--- src/design/rsc_defines.svh ---
// constants for the rename stall event counter
`ifndef RSC_DEFINES_SVH
`define RSC_DEFINES_SVH
`define EV_CODE_W 8
`define EV_MASK_W 8
`define EV_ALIAS_STALL 8'hD2
`define EV_SEG_STALL 8'hD4
`define UM_BIT0 8'h01
`define UM_BIT1 8'h02
`define UM_BIT2 8'h04
`define UM_BIT3 8'h08
`define UM_ANY 8'h0F
`define COUNT_W 48
`define COUNT_ZERO 48'h0
`define INC_ONE 48'h1
`define INC_TWO 48'h2
`define FLAG_W 6
`define FLAG_NONE 6'h0
`define FLAG_ALL 6'h3F
`define SEG_N 4
`define SEG_EXTRA 0
`define SEG_DATA 1
`define SEG_F 2
`define SEG_G 3
`endif

--- src/design/rsc_pkg.sv ---
// types for the rename stall event counter
`include "rsc_defines.svh"
package rsc_pkg;
	typedef logic [`EV_CODE_W-1:0] event_code_t;
	typedef logic [`EV_MASK_W-1:0] unit_mask_t;
	typedef logic [`COUNT_W-1:0] count_t;
	typedef logic [`FLAG_W-1:0] flag_mask_t;
	typedef logic [`SEG_N-1:0] seg_vec_t;
	typedef enum logic [1:0] {seg_free, seg_renamed, seg_stalled} seg_state_t;
endpackage

--- src/design/seg_track_if.sv ---
// carrier between the counter and one segment rename tracker
interface seg_track_if;
	logic update;
	logic retire;
	logic stall;
	logic stall_start;
	modport tracker (input update, input retire, output stall,
		output stall_start);
	modport owner (output update, output retire, input stall,
		input stall_start);
endinterface

--- src/design/rename_stall_event_counting.sv ---
// event selection and stall counter for alias and segment rename stalls
// Summary of operation
// - code D2 mask 02 adds one per partial register stall cycle.
// - code D2 mask 04 adds one per flag stall cycle, partial flag included.
// - a partial flag stall is the first flag read after the last writer touching flags it left.
// - code D2 mask 08 adds two for every status word write.
// - code D2 mask 0F adds one when any of the four alias stalls is present.
// - code D4 masks 01, 02, 04, 08 pick the four segment rename stalls.
// - code D4 mask 0F counts a rename stall of any of the four segments.
// - an update to a renamed, unretired segment stalls until it retires.
// - code D2 mask 01 adds one per read port stall cycle, retries included.
module rename_stall_event_counting
	import rsc_pkg::*;
(
	// clock and reset
	input wire logic clk_sys,
	input wire logic rst,
	// event selection
	input wire logic count_enable,
	input wire rsc_pkg::event_code_t event_code,
	input wire rsc_pkg::unit_mask_t unit_mask,
	input wire logic count_clear,
	// alias stage conditions
	input wire logic partial_register_stall_cycles,
	input wire logic reorder_read_port_stall,
	input wire logic other_flag_stall,
	// flag writer
	input wire logic flag_write_valid,
	input wire rsc_pkg::flag_mask_t flag_write_mask,
	// flag reader
	input wire logic flag_read_valid,
	input wire rsc_pkg::flag_mask_t flag_read_mask,
	// floating-point status word
	input wire logic fp_status_word_write,
	// segment updates
	input wire rsc_pkg::seg_vec_t seg_update,
	// segment retirements
	input wire rsc_pkg::seg_vec_t seg_retire,
	// counter
	output rsc_pkg::count_t event_count,
	// stall status
	output rsc_pkg::seg_vec_t seg_frontend_stall,
	output logic flag_stall_cycles
);
	import rsc_pkg::*;

	flag_mask_t untouched_flags;
	flag_mask_t flags_left;
	logic flag_write_partial;
	logic partial_flag_stall;

	logic fp_status_write_stall;
	logic alias_stage_stall_any;

	seg_vec_t seg_stall_event;
	logic seg_rename_stall_extra;
	logic seg_rename_stall_data;
	logic seg_rename_stall_f;
	logic seg_rename_stall_g;
	logic seg_rename_stall_any;

	logic code_alias;
	logic code_seg;
	logic mask_defined;
	logic selection_defined;
	logic alias_hit;
	logic alias_double;
	logic seg_hit;
	logic count_advance;
	count_t next_increment;

	seg_track_if segs [`SEG_N] ();

	genvar g;
	generate
		for (g = 0; g < `SEG_N; g++)
		begin : g_seg
			assign segs[g].update = seg_update[g];
			assign segs[g].retire = seg_retire[g];
			assign seg_stall_event[g] = segs[g].stall_start;
			assign seg_frontend_stall[g] = segs[g].stall;
			// each data segment keeps its own renamed copy
			seg_rename_tracker u_track (
				.clk_sys(clk_sys),
				.rst(rst),
				.seg(segs[g])
			);
		end
	endgenerate

	// a full write leaves nothing behind for a reader to trip over
	assign flag_write_partial = flag_write_valid &&
		(flag_write_mask != `FLAG_ALL);
	assign flags_left = flag_write_partial ? ~flag_write_mask :
		`FLAG_NONE;

	// only the very next flag reader can see the partial update
	always_ff @(posedge clk_sys or posedge rst)
	begin
		if (rst)
			untouched_flags <= `FLAG_NONE;
		else if (flag_write_valid)
			untouched_flags <= flags_left;
		else if (flag_read_valid)
			untouched_flags <= `FLAG_NONE;
	end

	// reader in the writer's cycle sees the older writer's state
	assign partial_flag_stall = flag_read_valid &&
		|(flag_read_mask & untouched_flags);
	assign flag_stall_cycles = partial_flag_stall ||
		other_flag_stall;
	assign fp_status_write_stall = fp_status_word_write;
	// a status word write counts once here, not twice
	assign alias_stage_stall_any = reorder_read_port_stall ||
		partial_register_stall_cycles || flag_stall_cycles ||
		fp_status_write_stall;

	// one event per stall start, not per stalled cycle
	assign seg_rename_stall_extra = seg_stall_event[`SEG_EXTRA];
	assign seg_rename_stall_data = seg_stall_event[`SEG_DATA];
	assign seg_rename_stall_f = seg_stall_event[`SEG_F];
	assign seg_rename_stall_g = seg_stall_event[`SEG_G];
	// two segments starting together still make one event
	assign seg_rename_stall_any = |seg_stall_event;

	// only two event codes belong to this block
	assign code_alias = (event_code == `EV_ALIAS_STALL);
	assign code_seg = (event_code == `EV_SEG_STALL);

	// both groups share the same five legal unit masks
	always_comb
	begin
		mask_defined = 1'b0;
		unique case (unit_mask)
			`UM_BIT0,
			`UM_BIT1,
			`UM_BIT2,
			`UM_BIT3,
			`UM_ANY:
				mask_defined = 1'b1;
			default:
				mask_defined = 1'b0;
		endcase
	end

	assign selection_defined = (code_alias || code_seg) &&
		mask_defined;

	// alias stage group
	always_comb
	begin
		alias_hit = 1'b0;
		alias_double = 1'b0;
		unique case (unit_mask)
			`UM_BIT0:
				alias_hit = reorder_read_port_stall;
			`UM_BIT1:
				alias_hit = partial_register_stall_cycles;
			`UM_BIT2:
				alias_hit = flag_stall_cycles;
			`UM_BIT3:
			begin
				alias_hit = fp_status_write_stall;
				alias_double = fp_status_write_stall;
			end
			`UM_ANY:
				alias_hit = alias_stage_stall_any;
			default:
				alias_hit = 1'b0;
		endcase
	end

	// segment rename group
	always_comb
	begin
		seg_hit = 1'b0;
		unique case (unit_mask)
			`UM_BIT0:
				seg_hit = seg_rename_stall_extra;
			`UM_BIT1:
				seg_hit = seg_rename_stall_data;
			`UM_BIT2:
				seg_hit = seg_rename_stall_f;
			`UM_BIT3:
				seg_hit = seg_rename_stall_g;
			`UM_ANY:
				seg_hit = seg_rename_stall_any;
			default:
				seg_hit = 1'b0;
		endcase
	end

	// a status word write costs two so halving the count gives writes
	always_comb
	begin
		next_increment = `COUNT_ZERO;
		if (code_alias && alias_double)
			next_increment = `INC_TWO;
		else if (code_alias && alias_hit)
			next_increment = `INC_ONE;
		else if (code_seg && seg_hit)
			next_increment = `INC_ONE;
	end

	// undefined selections never touch the counter
	assign count_advance = count_enable && selection_defined;

	// clear beats enable so a fresh run never inherits a stale count
	// wraps silently; overflow handling sits outside this block
	always_ff @(posedge clk_sys or posedge rst)
	begin
		if (rst)
			event_count <= `COUNT_ZERO;
		else if (count_clear)
			event_count <= `COUNT_ZERO;
		else if (count_advance)
			event_count <= event_count + next_increment;
	end
endmodule // rename_stall_event_counting

--- src/design/seg_rename_tracker.sv ---
// renamed-but-not-retired tracking for one segment register
module seg_rename_tracker
	import rsc_pkg::*;
(
	// clock and reset
	input wire logic clk_sys,
	input wire logic rst,
	// segment activity
	seg_track_if.tracker seg
);
	seg_state_t state;

	always_ff @(posedge clk_sys or posedge rst)
	begin
		if (rst)
			state <= seg_free;
		else
		begin
			unique case (state)
				seg_free:
					if (seg.update)
						state <= seg_renamed;
				seg_renamed:
					// a second update before retirement must wait
					if (seg.update && !seg.retire)
						state <= seg_stalled;
					else if (seg.retire && !seg.update)
						state <= seg_free;
				seg_stalled:
					// the held update takes the freed copy
					if (seg.retire)
						state <= seg_renamed;
			endcase
		end
	end

	always_ff @(posedge clk_sys or posedge rst)
	begin
		if (rst)
			seg.stall_start <= 1'b0;
		else
			seg.stall_start <= (state == seg_renamed) && seg.update &&
				!seg.retire;
	end

	assign seg.stall = (state == seg_stalled);
endmodule // seg_rename_tracker

--- config.mk ---
export PLATFORM = sky130hd
export DESIGN_NAME = rename_stall_event_counting
export DESIGN_NICKNAME = d
export VERILOG_FILES = /design/src/design/rsc_pkg.sv /design/src/design/seg_track_if.sv /design/src/design/rename_stall_event_counting.sv /design/src/design/seg_rename_tracker.sv
export VERILOG_INCLUDE_DIRS = /design/src /design/src/design
export SDC_FILE = /design/constraint.sdc
export NUM_CORES = 1
export LEC_CHECK = 0
export ABC_AREA = 1
export BUFFER_PORTS_ARGS = -buffer_cell sky130_fd_sc_hd__buf_2
export CORE_UTILIZATION = 30
export CTS_CLUSTER_SIZE = 40
export DETAILED_ROUTE_END_ITERATION = 12
export PLACE_DENSITY = 0.63
export SLEW_MARGIN = 0
export SYNTH_ARGS = -nofsm -noshare
export SYNTH_HDL_FRONTEND = slang
export SYNTH_SLANG_ARGS = --single-unit
--- constraint.sdc ---
create_clock -name clk_sys -period 2.2 [get_ports clk_sys]
set_input_delay 0.44 -clock clk_sys [delete_from_list [all_inputs] [get_ports clk_sys]]
set_output_delay 0.44 -clock clk_sys [all_outputs]
set_load 0.005 [all_outputs]
==> out/results.txt, run 1 <==
Clock Tree Root - clkbuf_16
Largest cells by area after synthesis - dfrtp_1 (37%), nand2_1 (20%), nor2_1 (8.7%)
Crit path top cell by count - nand2_1
Distinct cells, synth - 33
Routability cong. - 0.926
Vias - 4840
Sequential area share after synthesis - 36.6%
Hpwl dp - 10.5 mm
Final WL - 14.6 mm
Total I/O pin count - 99
Largest net degree at the start of global routing - 49
Worst-path clk slew - 0.05 ns
Min Clock Period, post-route - 2.41 ns
Synth area leader - dfrtp_1
Clock Path Buffers - 2
Failing checks - setup timing
Clock Sinks - 66
Die Height - 125 um
DR pass1 iterations - 5
Dpl cell area - 5420 um^2
Power density cells - 501 nW/um^2
Synth Area in Compound Gates - 7.38%
Inserted Diodes - 0
Worst setup EP type - flip-flop
Cells after Synth - 684
Design area - 6080 um^2
Worst Tran Pin Value - 0.509 ns
Top-area cell type share of the netlist area - 36.6%
Vias in the first global route - 4657
Status - finished, violations left
Starting Density - 30.9%
Syn_nets - 733
CTS tree - done
Mapped cell area - 4510 um^2
Slew headroom - 66.0%
Area Overhead vs Synth - 34.8%
Slew Viols, Final - 0
Total power draw - 0.00305 W
Endpoints failing setup - 39
Worst clock skew - 0.00764 ns
Adder-cell area share of the yosys netlist - 0.999%
Synthesized area per cell - 6.59 um^2
Critical Path Max Stage Delay - 0.38 ns
DRT iter0 DRCs - 509
CTS HTree Levels - 3
Most common flop cell mapped by yosys - dfrtp_1
Post-route DRC violation count - 0
Layout cells sized above 1 - 27.5%
Synth cell count leaders - nand2_1 (238), nor2_1 (105), inv_1 (72), dfrtp_1 (66), nand4_1 (43)
CP max FO - 4
Yosys warns - 0
Synth async-reset ratio - 100%
RSZ-0062 raised after global routing - true
Total GRT Usage - 19.1%
WS Path Type - flip-flop to flip-flop
Crit-path slowest cell - dfrtp_1
Total global routing overflow - 0
Count leader, synth - nand2_1
Tcrit/Tclk final - 109%
CP Cell Sequence - nand2_1, nand4_1, o21ai_1, nand2_1, nand2_1, nand3_1, nand2_1, nand2_2, ha_4, fa_2, inv_4, nor2_8, buf_4, inv_4, buf_4, o21bai_1, nand3_1, o21ai_1
Crit path setup slack, layout - -0.208 ns
Core area - 14600 um^2
First-pass GRT wire length - 23.5 mm
Via/cell ratio - 4.84
Synth Area in XOR/XNOR - 2.33%
Cell Rows - 44
Hold WC Path Type - input port to async pin
Final nets - 861
Flops & latches, synth - 66
# Max-Cap Violations - 0
Die X - 125 um
Multiplexer share of the synthesized area - 0%
Wire length per cell - 14.6 um
Cts bufs inserted - 9
Worst Path Arrival - 2.63 ns
Clock latency on the worst-skew pair - 0.34 ns
Post-synth EDFFs - 0
Combinational family with the most area after synthesis - simple AND/OR/NAND/NOR gates
VDD IR max - 339 uV
Required time of the critical path - 2.42 ns
Die area - 15500 um^2
Setup TNS - -5.14 ns
Final hold vios - 0
Post-DRT Antenna Nets - 0
Achievable Freq - 415 MHz
P_leak - 2.95 nW
Startpoint types - flip-flop
IO Port Bufs - 98
Initial antenna violation count - 0
Simple-Gate Fraction of Synth Area - 43.9%
routing by layer:
metal | up-vias | GRT usage (%) | part of all wire (%)
met3 | 30 | 3.61 | 7.0
met1 | 2195 | 25.8 | 45
met5 | - | 0 | 0
met4 | 0 | 8.93 | 2.7
li1 | 2440 | - | -
met2 | 175 | 29.3 | 45
final timing paths:
path,from,to,slack [ns],cells after the start
worst max register to register,untouched_flags[3]$_DFFE_PP0P_,event_count[36]$_DFFE_PP0P_,-0.21,18
worst max-delay path,untouched_flags[3]$_DFFE_PP0P_,event_count[36]$_DFFE_PP0P_,-0.21,18
worst min register to register,g_seg[1].u_track.state[0]$_DFFE_PP0P_,g_seg[1].u_track.state[1]$_DFFE_PP0P_,0.48,1
worst min-delay path,rst,g_seg[3].u_track.state[0]$_DFFE_PP0P_,0.10,2
min in group clk_sys,seg_retire[0],g_seg[0].u_track.seg.stall_start$_DFF_PP0_,0.29,2
max in group asynchronous,rst,event_count[20]$_DFFE_PP0P_,1.48,3
stage by stage:
stage	setup WS [ns]	instances	hold WS (ns)	util, %
5_1_grt	-0.365	1001	0.128	41.7
4_1_cts	-0.159	997	0.120	40.6
3_5_place_dp	-0.503	972	0.473	37.2
6_report	-0.208	1001	0.101	41.7
2_1_floorplan	-0.211	684	0.452	-
3_3_place_gp	-0.453	972	0.473	37.2
critical path, delay by kind of cell (launching register included):
family | cells | cell delay (ns)
AND/OR/NAND/NOR | 9 | 0.67
adder cells (fa/ha/maj) | 2 | 0.55
buffers and inverters | 4 | 0.42
flip-flops | 1 | 0.38
AO/OA/AOI/OAI | 3 | 0.26
sequential cells by signal, summed over array words and instances, names as in the netlist:
| signal | flops |
|---|---|
| g_seg.u_track.seg.stall_start | 4 |
| untouched_flags | 6 |
| g_seg.u_track.state | 8 |
| event_count | 48 |
cell families after synthesis:
logic type	after synthesis
AO/OA/AOI/OAI	60
XOR/XNOR	12
AND/OR/NAND/NOR	449
adder cells (fa/ha/maj)	3
flip-flops	66
buffers and inverters	94
timing repair:
| action | 4_1_cts | 5_1_grt |
|---|---|---|
| hold buffers | 0 | 0 |
| setup endpoints to repair | 31 | 46 |
| buffers inserted | 9 | 8 |
| gates resized for setup | 36 | 36 |
| pin swaps | 24 | 26 |
cell usage in the layout (no fill, tap or decap), types with 2 or more instances in the layout:
cell       synthesis  final
nand2_1          238    212
nor2_1           105    101
buf_2              9     95
dfrtp_1           66     66
inv_1             72     62
nand4_1           43     43
nand3_1           36     32
buf_4              4     26
o21ai_0           32     22
nand2_2            4     20
o21ai_1            7     17
nor2_4             7     13
nand2_4            2     11
xor2_1            11     11
buf_6              2     10
clkbuf_16          0      9
o22ai_1            7      7
inv_4              0      5
nor2_2             7      5
o21bai_1           5      5
a21oi_1            5      5
buf_12             0      5
nand3_2            0      4
inv_2              3      4
clkbuf_8           0      4
inv_6              0      3
nor3_1             2      2
nor2_8             2      2
ha_4               0      2
clkbuf_1           4      2
power by group:
part | switching [W] | internal [W]
Clock | 0.000534 | 0.00100
Sequential | 0.0000210 | 0.00125
Combinational | 0.000145 | 0.0000947
Total | 0.000701 | 0.00235
cell type report:
| type | count | area, um^2 |
|---|---|---|
| Clock inverter | 1 | 30.0 |
| Timing Repair Buffer | 136 | 883 |
| Tap cell | 184 | 230 |
| Sequential cell | 66 | 1650 |
| Multi-Input combinational cell | 524 | 2680 |
| Clock buffer | 15 | 288 |
| Inverter | 75 | 322 |
| Fill cell | 1470 | 8510 |
Power figures use the tool's default switching activity.
==> run 2, diff against run 1 <==
CTS_CLUSTER_SIZE = unset   (was 40)
PLACE_DENSITY = 0.61   (was 0.63)
clock period = 2.3 ns   (was 2.2 ns; I/O delays follow)
==> run 2 against run 1 <==
Effect of this change: core utilization is 0.60 points lower; die area stayed put; the run still ends with setup timing left; maximum frequency is 0.84% higher; via count is 1.3% lower; non-clock buffer count is 4 higher; critical path depth is 1 higher; clock power is 12% lower; largest cell class unchanged; highest routed layer unchanged; sequential cell count stayed put; sequential share of layout area is 0.40 points higher.
==> out/results.txt, run 2 (synthesis gave the netlist of run 1 again) <==
Vias in the first global route - 4498 (-3.4%)
Final hold vios - 0 (unchanged)
Clock latency on the worst-skew pair - 0.34 ns (about the same)
Starting Density - 30.9% (unchanged)
Commonest non-fill, non-tap cell in the layout - nand2_1
Clock Path Buffers - 2 (unchanged)
Largest net degree at the start of global routing - 35 (-29%)
Cell Rows - 44 (unchanged)
Die area - 15500 um^2 (unchanged)
Startpoint types - flip-flop
Most frequent cells in the layout - nand2_1 (215), nor2_1 (102), buf_2 (97), dfrtp_1 (66), inv_1 (62)
Cts bufs inserted - 9 (unchanged)
Clk pwr share - 48.3% (-2.1 points)
Hold WC Path Type - input port to async pin
Min Clock Period, post-route - 2.39 ns (-0.0201 ns)
Post-DRT Antenna Nets - 0 (unchanged)
Crit-path slowest cell - fa_2
Post-route DRC violation count - 0 (unchanged)
Core area - 14600 um^2 (unchanged)
Die X - 125 um (unchanged)
Failing checks - setup timing
Final Util - 41.1% (-0.60 points)
Area Overhead vs Synth - 32.9%
Inserted Diodes - 0 (unchanged)
Clock Tree Root - clkbuf_16
CTS HTree Levels - 3 (unchanged)
Required time of the critical path - 2.53 ns (+0.11 ns)
DRT iter0 DRCs - 350 (-31%)
# fillers - 1514 (+3.0%)
Total global routing overflow - 0 (unchanged)
Worst clock skew - 0.00857 ns (+0.000934 ns)
Vias - 4776 (-1.3%)
P_leak - 2.95 nW (about the same)
Final nets - 865 (+0.46%)
WS Path Type - flip-flop to flip-flop
IO Port Bufs - 98 (unchanged)
Worst Tran Pin Value - 0.390 ns (-0.119 ns)
Worst setup EP type - flip-flop
Slew headroom - 74.0% (+7.9 points)
Net switching fraction of the power - 24.0% (+1.0 points)
Die Height - 125 um (unchanged)
Routability cong. - 0.894 (-3.4%)
Status - finished, violations left
Power density cells - 467 nW/um^2 (-6.9%)
# Max-Cap Violations - 0 (unchanged)
Largest register FFs - 48 (unchanged)
Crit path setup slack, layout - -0.0875 ns (+0.120 ns)
Layout cells sized above 1 - 27.2% (-0.38 points)
Switching power - 0.000672 W (-4.1%)
VDD IR max - 319 uV (-5.9%)
Biggest register - event_count
Clock Sinks - 66 (unchanged)
CP max FO - 5 (+1)
Largest regs - event_count: 48 flops, g_seg.u_track.state: 8 flops, untouched_flags: 6 flops
Tcrit/Tclk final - 104% (-5.6 points)
Total I/O pin count - 99 (unchanged)
RSZ-0062 raised after global routing - true
Via/cell ratio - 4.75 (-1.7%)
CTS tree - done
Hold_buf cts - 0 (unchanged)
Final WL - 14.5 mm (-0.54%)
Combinational Power Share - 8.3% (+0.4 points)
DR pass1 iterations - 5 (unchanged)
Slew Viols, Final - 0 (unchanged)
Total GRT Usage - 19.4% (+0.34 points)
First-pass GRT wire length - 23.8 mm (+1.5%)
Crit path top cell by count - nand2_1
Reg power frac - 43.4% (+1.7 points)
Endpoints failing setup - 13 (-67%)
Wire length per cell - 14.4 um (-0.94%)
Worst-path clk slew - 0.06 ns (about the same)
Internal - 0.00212 W (-9.5%)
CP Cell Sequence - nand2_1, nand4_1, o21ai_1, nand2_1, nand2_1, nand3_1, nand2_1, nand2_2, ha_4, fa_2, inv_4, nor2_8, nand2_4, nor2_4, nand2_1, xor2_1, nor2_1, nand2_1, nand2_1
Initial antenna violation count - 0 (unchanged)
Worst Path Arrival - 2.62 ns (about the same)
Setup TNS - -0.770 ns (+4.37 ns)
Critical Path Max Stage Delay - 0.38 ns (about the same)
Hpwl dp - 11.1 mm (+5.8%)
Achievable Freq - 419 MHz (+0.84%)
-- run 2: cell count changes in the layout (fill, tap and decap cells not counted), moves of 2 or more --
cell | before | now
buf_4 | 26 | 37
buf_6 | 10 | 1
clkbuf_8 | 4 | 0
inv_2 | 4 | 7
nand2_1 | 212 | 215
nand2_2 | 20 | 17
buf_2 | 95 | 97
clkbuf_1 | 2 | 4
clkinv_2 | 0 | 2
inv_6 | 3 | 1
nor2_4 | 13 | 11
o21ai_1 | 17 | 15
-- run 2: cell type report --
type / count / area, um^2 / area share, %
multi-input combinational: 524 / 2650 / 44.2
sequential: 66 / 1650 / 27.6
timing repair buffer: 140 / 875 / 14.6
inverter: 75 / 309 / 5.16
clock buffer: 13 / 240 / 4.01
tap: 184 / 230 / 3.84
clock inverter: 3 / 40.0 / 0.668
-- run 2: timing repair --
item | CTS | global route
setup buffers | 0 | 9
gates resized for setup | 4 | 46
endpoints found under the setup margin | 12 | 43
pin swaps | 3 | 16
-- run 2: worst paths after layout --
check	from	to	slack, ns	depth (start not counted)
max in group asynchronous	rst	event_count[23]$_DFFE_PP0P_	1.67	3
worst min-delay path	rst	event_count[0]$_DFFE_PP0P_	0.11	2
worst min register to register	g_seg[1].u_track.state[0]$_DFFE_PP0P_	g_seg[1].u_track.state[1]$_DFFE_PP0P_	0.48	1
worst max register to register	untouched_flags[2]$_DFFE_PP0P_	event_count[30]$_DFFE_PP0P_	-0.09	19
min in group clk_sys	seg_retire[0]	g_seg[0].u_track.seg.stall_start$_DFF_PP0_	0.31	2
worst max-delay path	untouched_flags[2]$_DFFE_PP0P_	event_count[30]$_DFFE_PP0P_	-0.09	19
-- run 2: worst max-delay path: cells and delay by family (launching register included) --
kind	cells	cell delay (ns)
AO/OA/AOI/OAI	1	0.14
XOR/XNOR	1	0.14
adder cells (fa/ha/maj)	2	0.54
buffers and inverters	1	0.09
flip-flops	1	0.37
AND/OR/NAND/NOR	14	1.00
-- run 2: routing by layer --
layer  wire length (um)  vias up  global-route usage (%)
li1                   -     2459                       -
met1               6850     2150                    27.5
met2               6310      141                    29.2
met3                987       26                    3.91
met4                357        0                    6.80
met5                  0        -                       0
-- run 2: power by group through the flow --
stage                     sequential [W]  combinational [W]  clock [W]
after floorplan                  0.00123           0.000133          0
after global placement           0.00123           0.000226          0
after detailed placement         0.00123           0.000228          0
after CTS                        0.00121           0.000228    0.00137
after global routing             0.00122           0.000264    0.00142
final                            0.00121           0.000231    0.00135
-- run 2: stage by stage --
| stage | power (W) | worst slack, ns | cell area, um^2 | hold slack, ns | instances |
|---|---|---|---|---|---|
| after global routing | 0.00291 | -0.296 | 5990 | 0.143 | 1005 |
| after global placement | 0.00146 | -0.366 | 5500 | 0.466 | 982 |
| after CTS | 0.00281 | -0.0739 | 5780 | 0.120 | 998 |
| after detailed placement | 0.00146 | -0.431 | 5500 | 0.470 | 982 |
| final | 0.00280 | -0.0875 | 5990 | 0.110 | 1005 |
| after floorplan | 0.00136 | -0.131 | 4570 | 0.452 | 684 |
==> run 3, diff against run 2 <==
ABC_AREA = unset   (was 1)
CAP_MARGIN = 20   (was unset)
PLACE_DENSITY = 0.62   (was 0.61)
==> run 3 against run 2 <==
Effect of this change: the flow still finishes with violations (setup timing); critical path depth decreased by 5; critical path type is now input port to flip-flop; highest routed layer unchanged; setup slack got worse by 0.58 ns; maximum frequency decreased by 19%; sequential cell count unchanged; sequential share of layout area increased by 0.62 points; core utilization increased by 5.0 points; area after synthesis decreased by 13%; clock skew decreased by 0.0023 ns.
==> out/results.txt, run 3 <==
Status - finished, violations left
Failing checks - setup timing
Power density cells - 482 nW/um^2 (+3.3%)
VDD IR max - 299 uV (-6.3%)
Combinational family with the most area after synthesis - simple AND/OR/NAND/NOR gates
Sequential area share after synthesis - 42.0% (+5.3 points)
Vias in the first global route - 3834 (-15%)
Final WL - 11.8 mm (-18%)
P_leak - 2.69 nW (-8.8%)
Simple-Gate Fraction of Synth Area - 28.0% (-16 points)
Tcrit/Tclk final - 129% (+25 points)
# Max-Cap Violations - 0 (unchanged)
Final nets - 619 (-28%)
CP Cell Sequence - buf_6, or3_4, a21boi_2, nand2_1, a311o_1, o41ai_2, ha_2, fa_2, buf_6, clkinvlp_4, buf_6, a2111oi_4, nand3_1, mux2_4
WS Path Type - input port to flip-flop
Clock latency on the worst-skew pair - 0.33 ns (about the same)
Largest cells by area after synthesis - dfrtp_1 (42%), mux2_2 (4.6%), a21oi_1 (3.7%)
Mapped cell area - 3940 um^2 (-13%)
Synthesized area per cell - 9.39 um^2 (+43%)
Most frequent cells in the layout - buf_2 (93), dfrtp_1 (66), buf_4 (50), nor2_1 (37), nor2b_1 (23)
Via/cell ratio - 5.27 (+11%)
Total I/O pin count - 99 (unchanged)
Crit path setup slack, layout - -0.665 ns (-0.577 ns)
First-pass GRT wire length - 18.9 mm (-21%)
Routability cong. - 0.861 (-3.7%)
Cts bufs inserted - 9 (unchanged)
DR pass1 iterations - 4 (-1)
Clock Path Buffers - 2 (unchanged)
Distinct cells, synth - 53 (+61%)
Hold_buf cts - 0 (unchanged)
Crit path top cell by count - buf_6
Crit-path slowest cell - or3_4
# fillers - 1208 (-20%)
Inserted Diodes - 0 (unchanged)
Wire length per cell - 15.8 um (+9.8%)
IO Port Bufs - 98 (unchanged)
Cells after Synth - 419 (-39%)
Startpoint types - input port
Post-DRT Antenna Nets - 0 (unchanged)
Worst Path Arrival - 3.18 ns (+0.56 ns)
Die X - 117 um (-6.5%)
Largest net degree at the start of global routing - 67 (+91%)
Worst-path clk slew - 0.06 ns (about the same)
Post-synth EDFFs - 0 (unchanged)
Clock Sinks - 66 (unchanged)
Synth area leader - dfrtp_1
Critical Path Max Stage Delay - 0.39 ns (about the same)
Worst clock skew - 0.00627 ns (-0.00230 ns)
Synth Area in Compound Gates - 14.8% (+7.5 points)
Count leader, synth - dfrtp_1
Commonest non-fill, non-tap cell in the layout - buf_2
Die Height - 117 um (-6.5%)
Area Overhead vs Synth - 48.9%
Die area - 13600 um^2 (-13%)
Worst Tran Pin Value - 0.709 ns (+0.319 ns)
Total power draw - 0.00282 W (+1.0%)
Worst setup EP type - flip-flop
Multiplexer share of the synthesized area - 6.61% (+6.6 points)
Largest regs - event_count: 48 flops, g_seg.u_track.state: 8 flops, untouched_flags: 6 flops
Layout cells sized above 1 - 46.6% (+19 points)
DRT iter0 DRCs - 252 (-28%)
Initial antenna violation count - 0 (unchanged)
Total global routing overflow - 0 (unchanged)
Yosys warns - 0 (unchanged)
Hold WC Path Type - input port to async pin
Vias - 3935 (-18%)
Biggest register - event_count
CTS tree - done
Flops & latches, synth - 66 (unchanged)
CTS HTree Levels - 3 (unchanged)
Hpwl dp - 7.93 mm (-29%)
Top-area cell type share of the netlist area - 42.0% (+5.3 points)
Min Clock Period, post-route - 2.96 ns (+0.577 ns)
Pre-CTS setup slack - -1.09 ns (-0.662 ns)
RSZ-0062 raised after global routing - true
Achievable Freq - 337 MHz (-19%)
Post-route DRC violation count - 0 (unchanged)
Most common flop cell mapped by yosys - dfrtp_1
Synth async-reset ratio - 100% (unchanged)
Required time of the critical path - 2.51 ns (-0.02 ns)
CP max FO - 3 (-2)
Adder-cell area share of the yosys netlist - 1.14% (+0.15 points)
Clock Tree Root - clkbuf_16
Syn_nets - 468 (-36%)
Endpoints failing setup - 46 (+33)
Cell Rows - 41 (-6.8%)
Largest register FFs - 48 (unchanged)
Synth cell count leaders - dfrtp_1 (66), nor2_1 (38), a21oi_1 (29), nor2b_1 (23)
Starting Density - 30.9% (+0.031 points)
Synth Area in XOR/XNOR - 2.00% (-0.33 points)
Total GRT Usage - 17.9% (-1.5 points)
Slew headroom - 52.7% (-21 points)
Core area - 12700 um^2 (-13%)
Slew Viols, Final - 0 (unchanged)
Final hold vios - 0 (unchanged)
[run 3: cell types whose count changed after synthesis, moves of 17 or more]
cell	before	now
nor2_1	105	38
or4_1	0	17
o21ai_0	32	11
nor2b_1	0	23
nand4_1	43	14
inv_1	72	15
a21oi_1	5	29
nand2_1	238	22
[run 3: area by class of cell]
cell class,instances,area (um^2),area share [%]
multi-input combinational,313,2500,42.7
sequential,66,1650,28.2
inverter,15,60.1,1.02
clock buffer,10,239,4.08
timing repair buffer,165,1150,19.6
tap,172,215,3.67
clock inverter,6,41.3,0.705
[run 3: cells by family after synthesis]
group,count (synthesis)
muxes,24
xor gates and xnor gates,9
AOI/OAI and AO/OA,87
buffers and inverters,40
DFF,66
adders and majority gates,3
and+or+nand+nor,190
[run 3: worst paths after layout]
kind | startpoint | to | slack, ns | cells after the start
worst min-delay path | rst | event_count[37]$_DFFE_PP0P_ | 0.20 | 3
max in group asynchronous | rst | event_count[3]$_DFFE_PP0P_ | 1.81 | 3
min in group clk_sys | flag_write_mask[4] | untouched_flags[4]$_DFFE_PP0P_ | 0.30 | 2
worst max-delay path | unit_mask[0] | event_count[6]$_DFFE_PP0P_ | -0.66 | 14
worst min register to register | g_seg[1].u_track.state[1]$_DFFE_PP0P_ | g_seg[1].u_track.state[0]$_DFFE_PP0P_ | 0.50 | 1
worst max register to register | g_seg[0].u_track.seg.stall_start$_DFF_PP0_ | event_count[6]$_DFFE_PP0P_ | -0.59 | 12
[run 3: worst max-delay path, delay by kind of cell]
kind                       cells  cell delay, ns
AOI/OAI and AO/OA              4            0.85
and+or+nand+nor                3            0.61
adders and majority gates      2            0.50
buffers and inverters          4            0.44
muxes                          1            0.32
[run 3: layer usage]
layer / up-vias / track usage (%) / part of all wire [%]
li1: 1850 / - / -
met1: 1952 / 23.5 / 44
met2: 104 / 28.6 / 49
met3: 29 / 3.32 / 4.9
met4: 0 / 8.35 / 2.8
met5: - / 0 / 0
[run 3: through the flow]
| step | utilization (%) | area [um^2] | TNS, ns | hold slack, ns | instances |
|---|---|---|---|---|---|
| after floorplan | - | 4100 | -29.64 | 0.468 | 419 |
| after detailed placement | 39.8 | 5060 | -40.12 | 0.499 | 717 |
| final | 46.1 | 5860 | -23.89 | 0.204 | 747 |
| after global routing | 46.1 | 5860 | -28.02 | 0.240 | 747 |
| after CTS | 44.2 | 5620 | -20.45 | 0.217 | 741 |
| after global placement | 39.8 | 5060 | -37.57 | 0.483 | 717 |
[run 3: repair_timing]
item,4_1_cts,5_1_grt
setup buffers,8,7
endpoints found under the setup margin,46,47
resized for setup,44,37
gates cloned,0,1
pin swaps,19,6
[run 3: power breakdown]
group	total, W	internal [W]	leakage, nW	switching [W]
sequential	0.00123	0.00120	0.899	0.0000284
clock	0.00131	0.000759	0.131	0.000552
combinational	0.000286	0.000130	1.66	0.000155
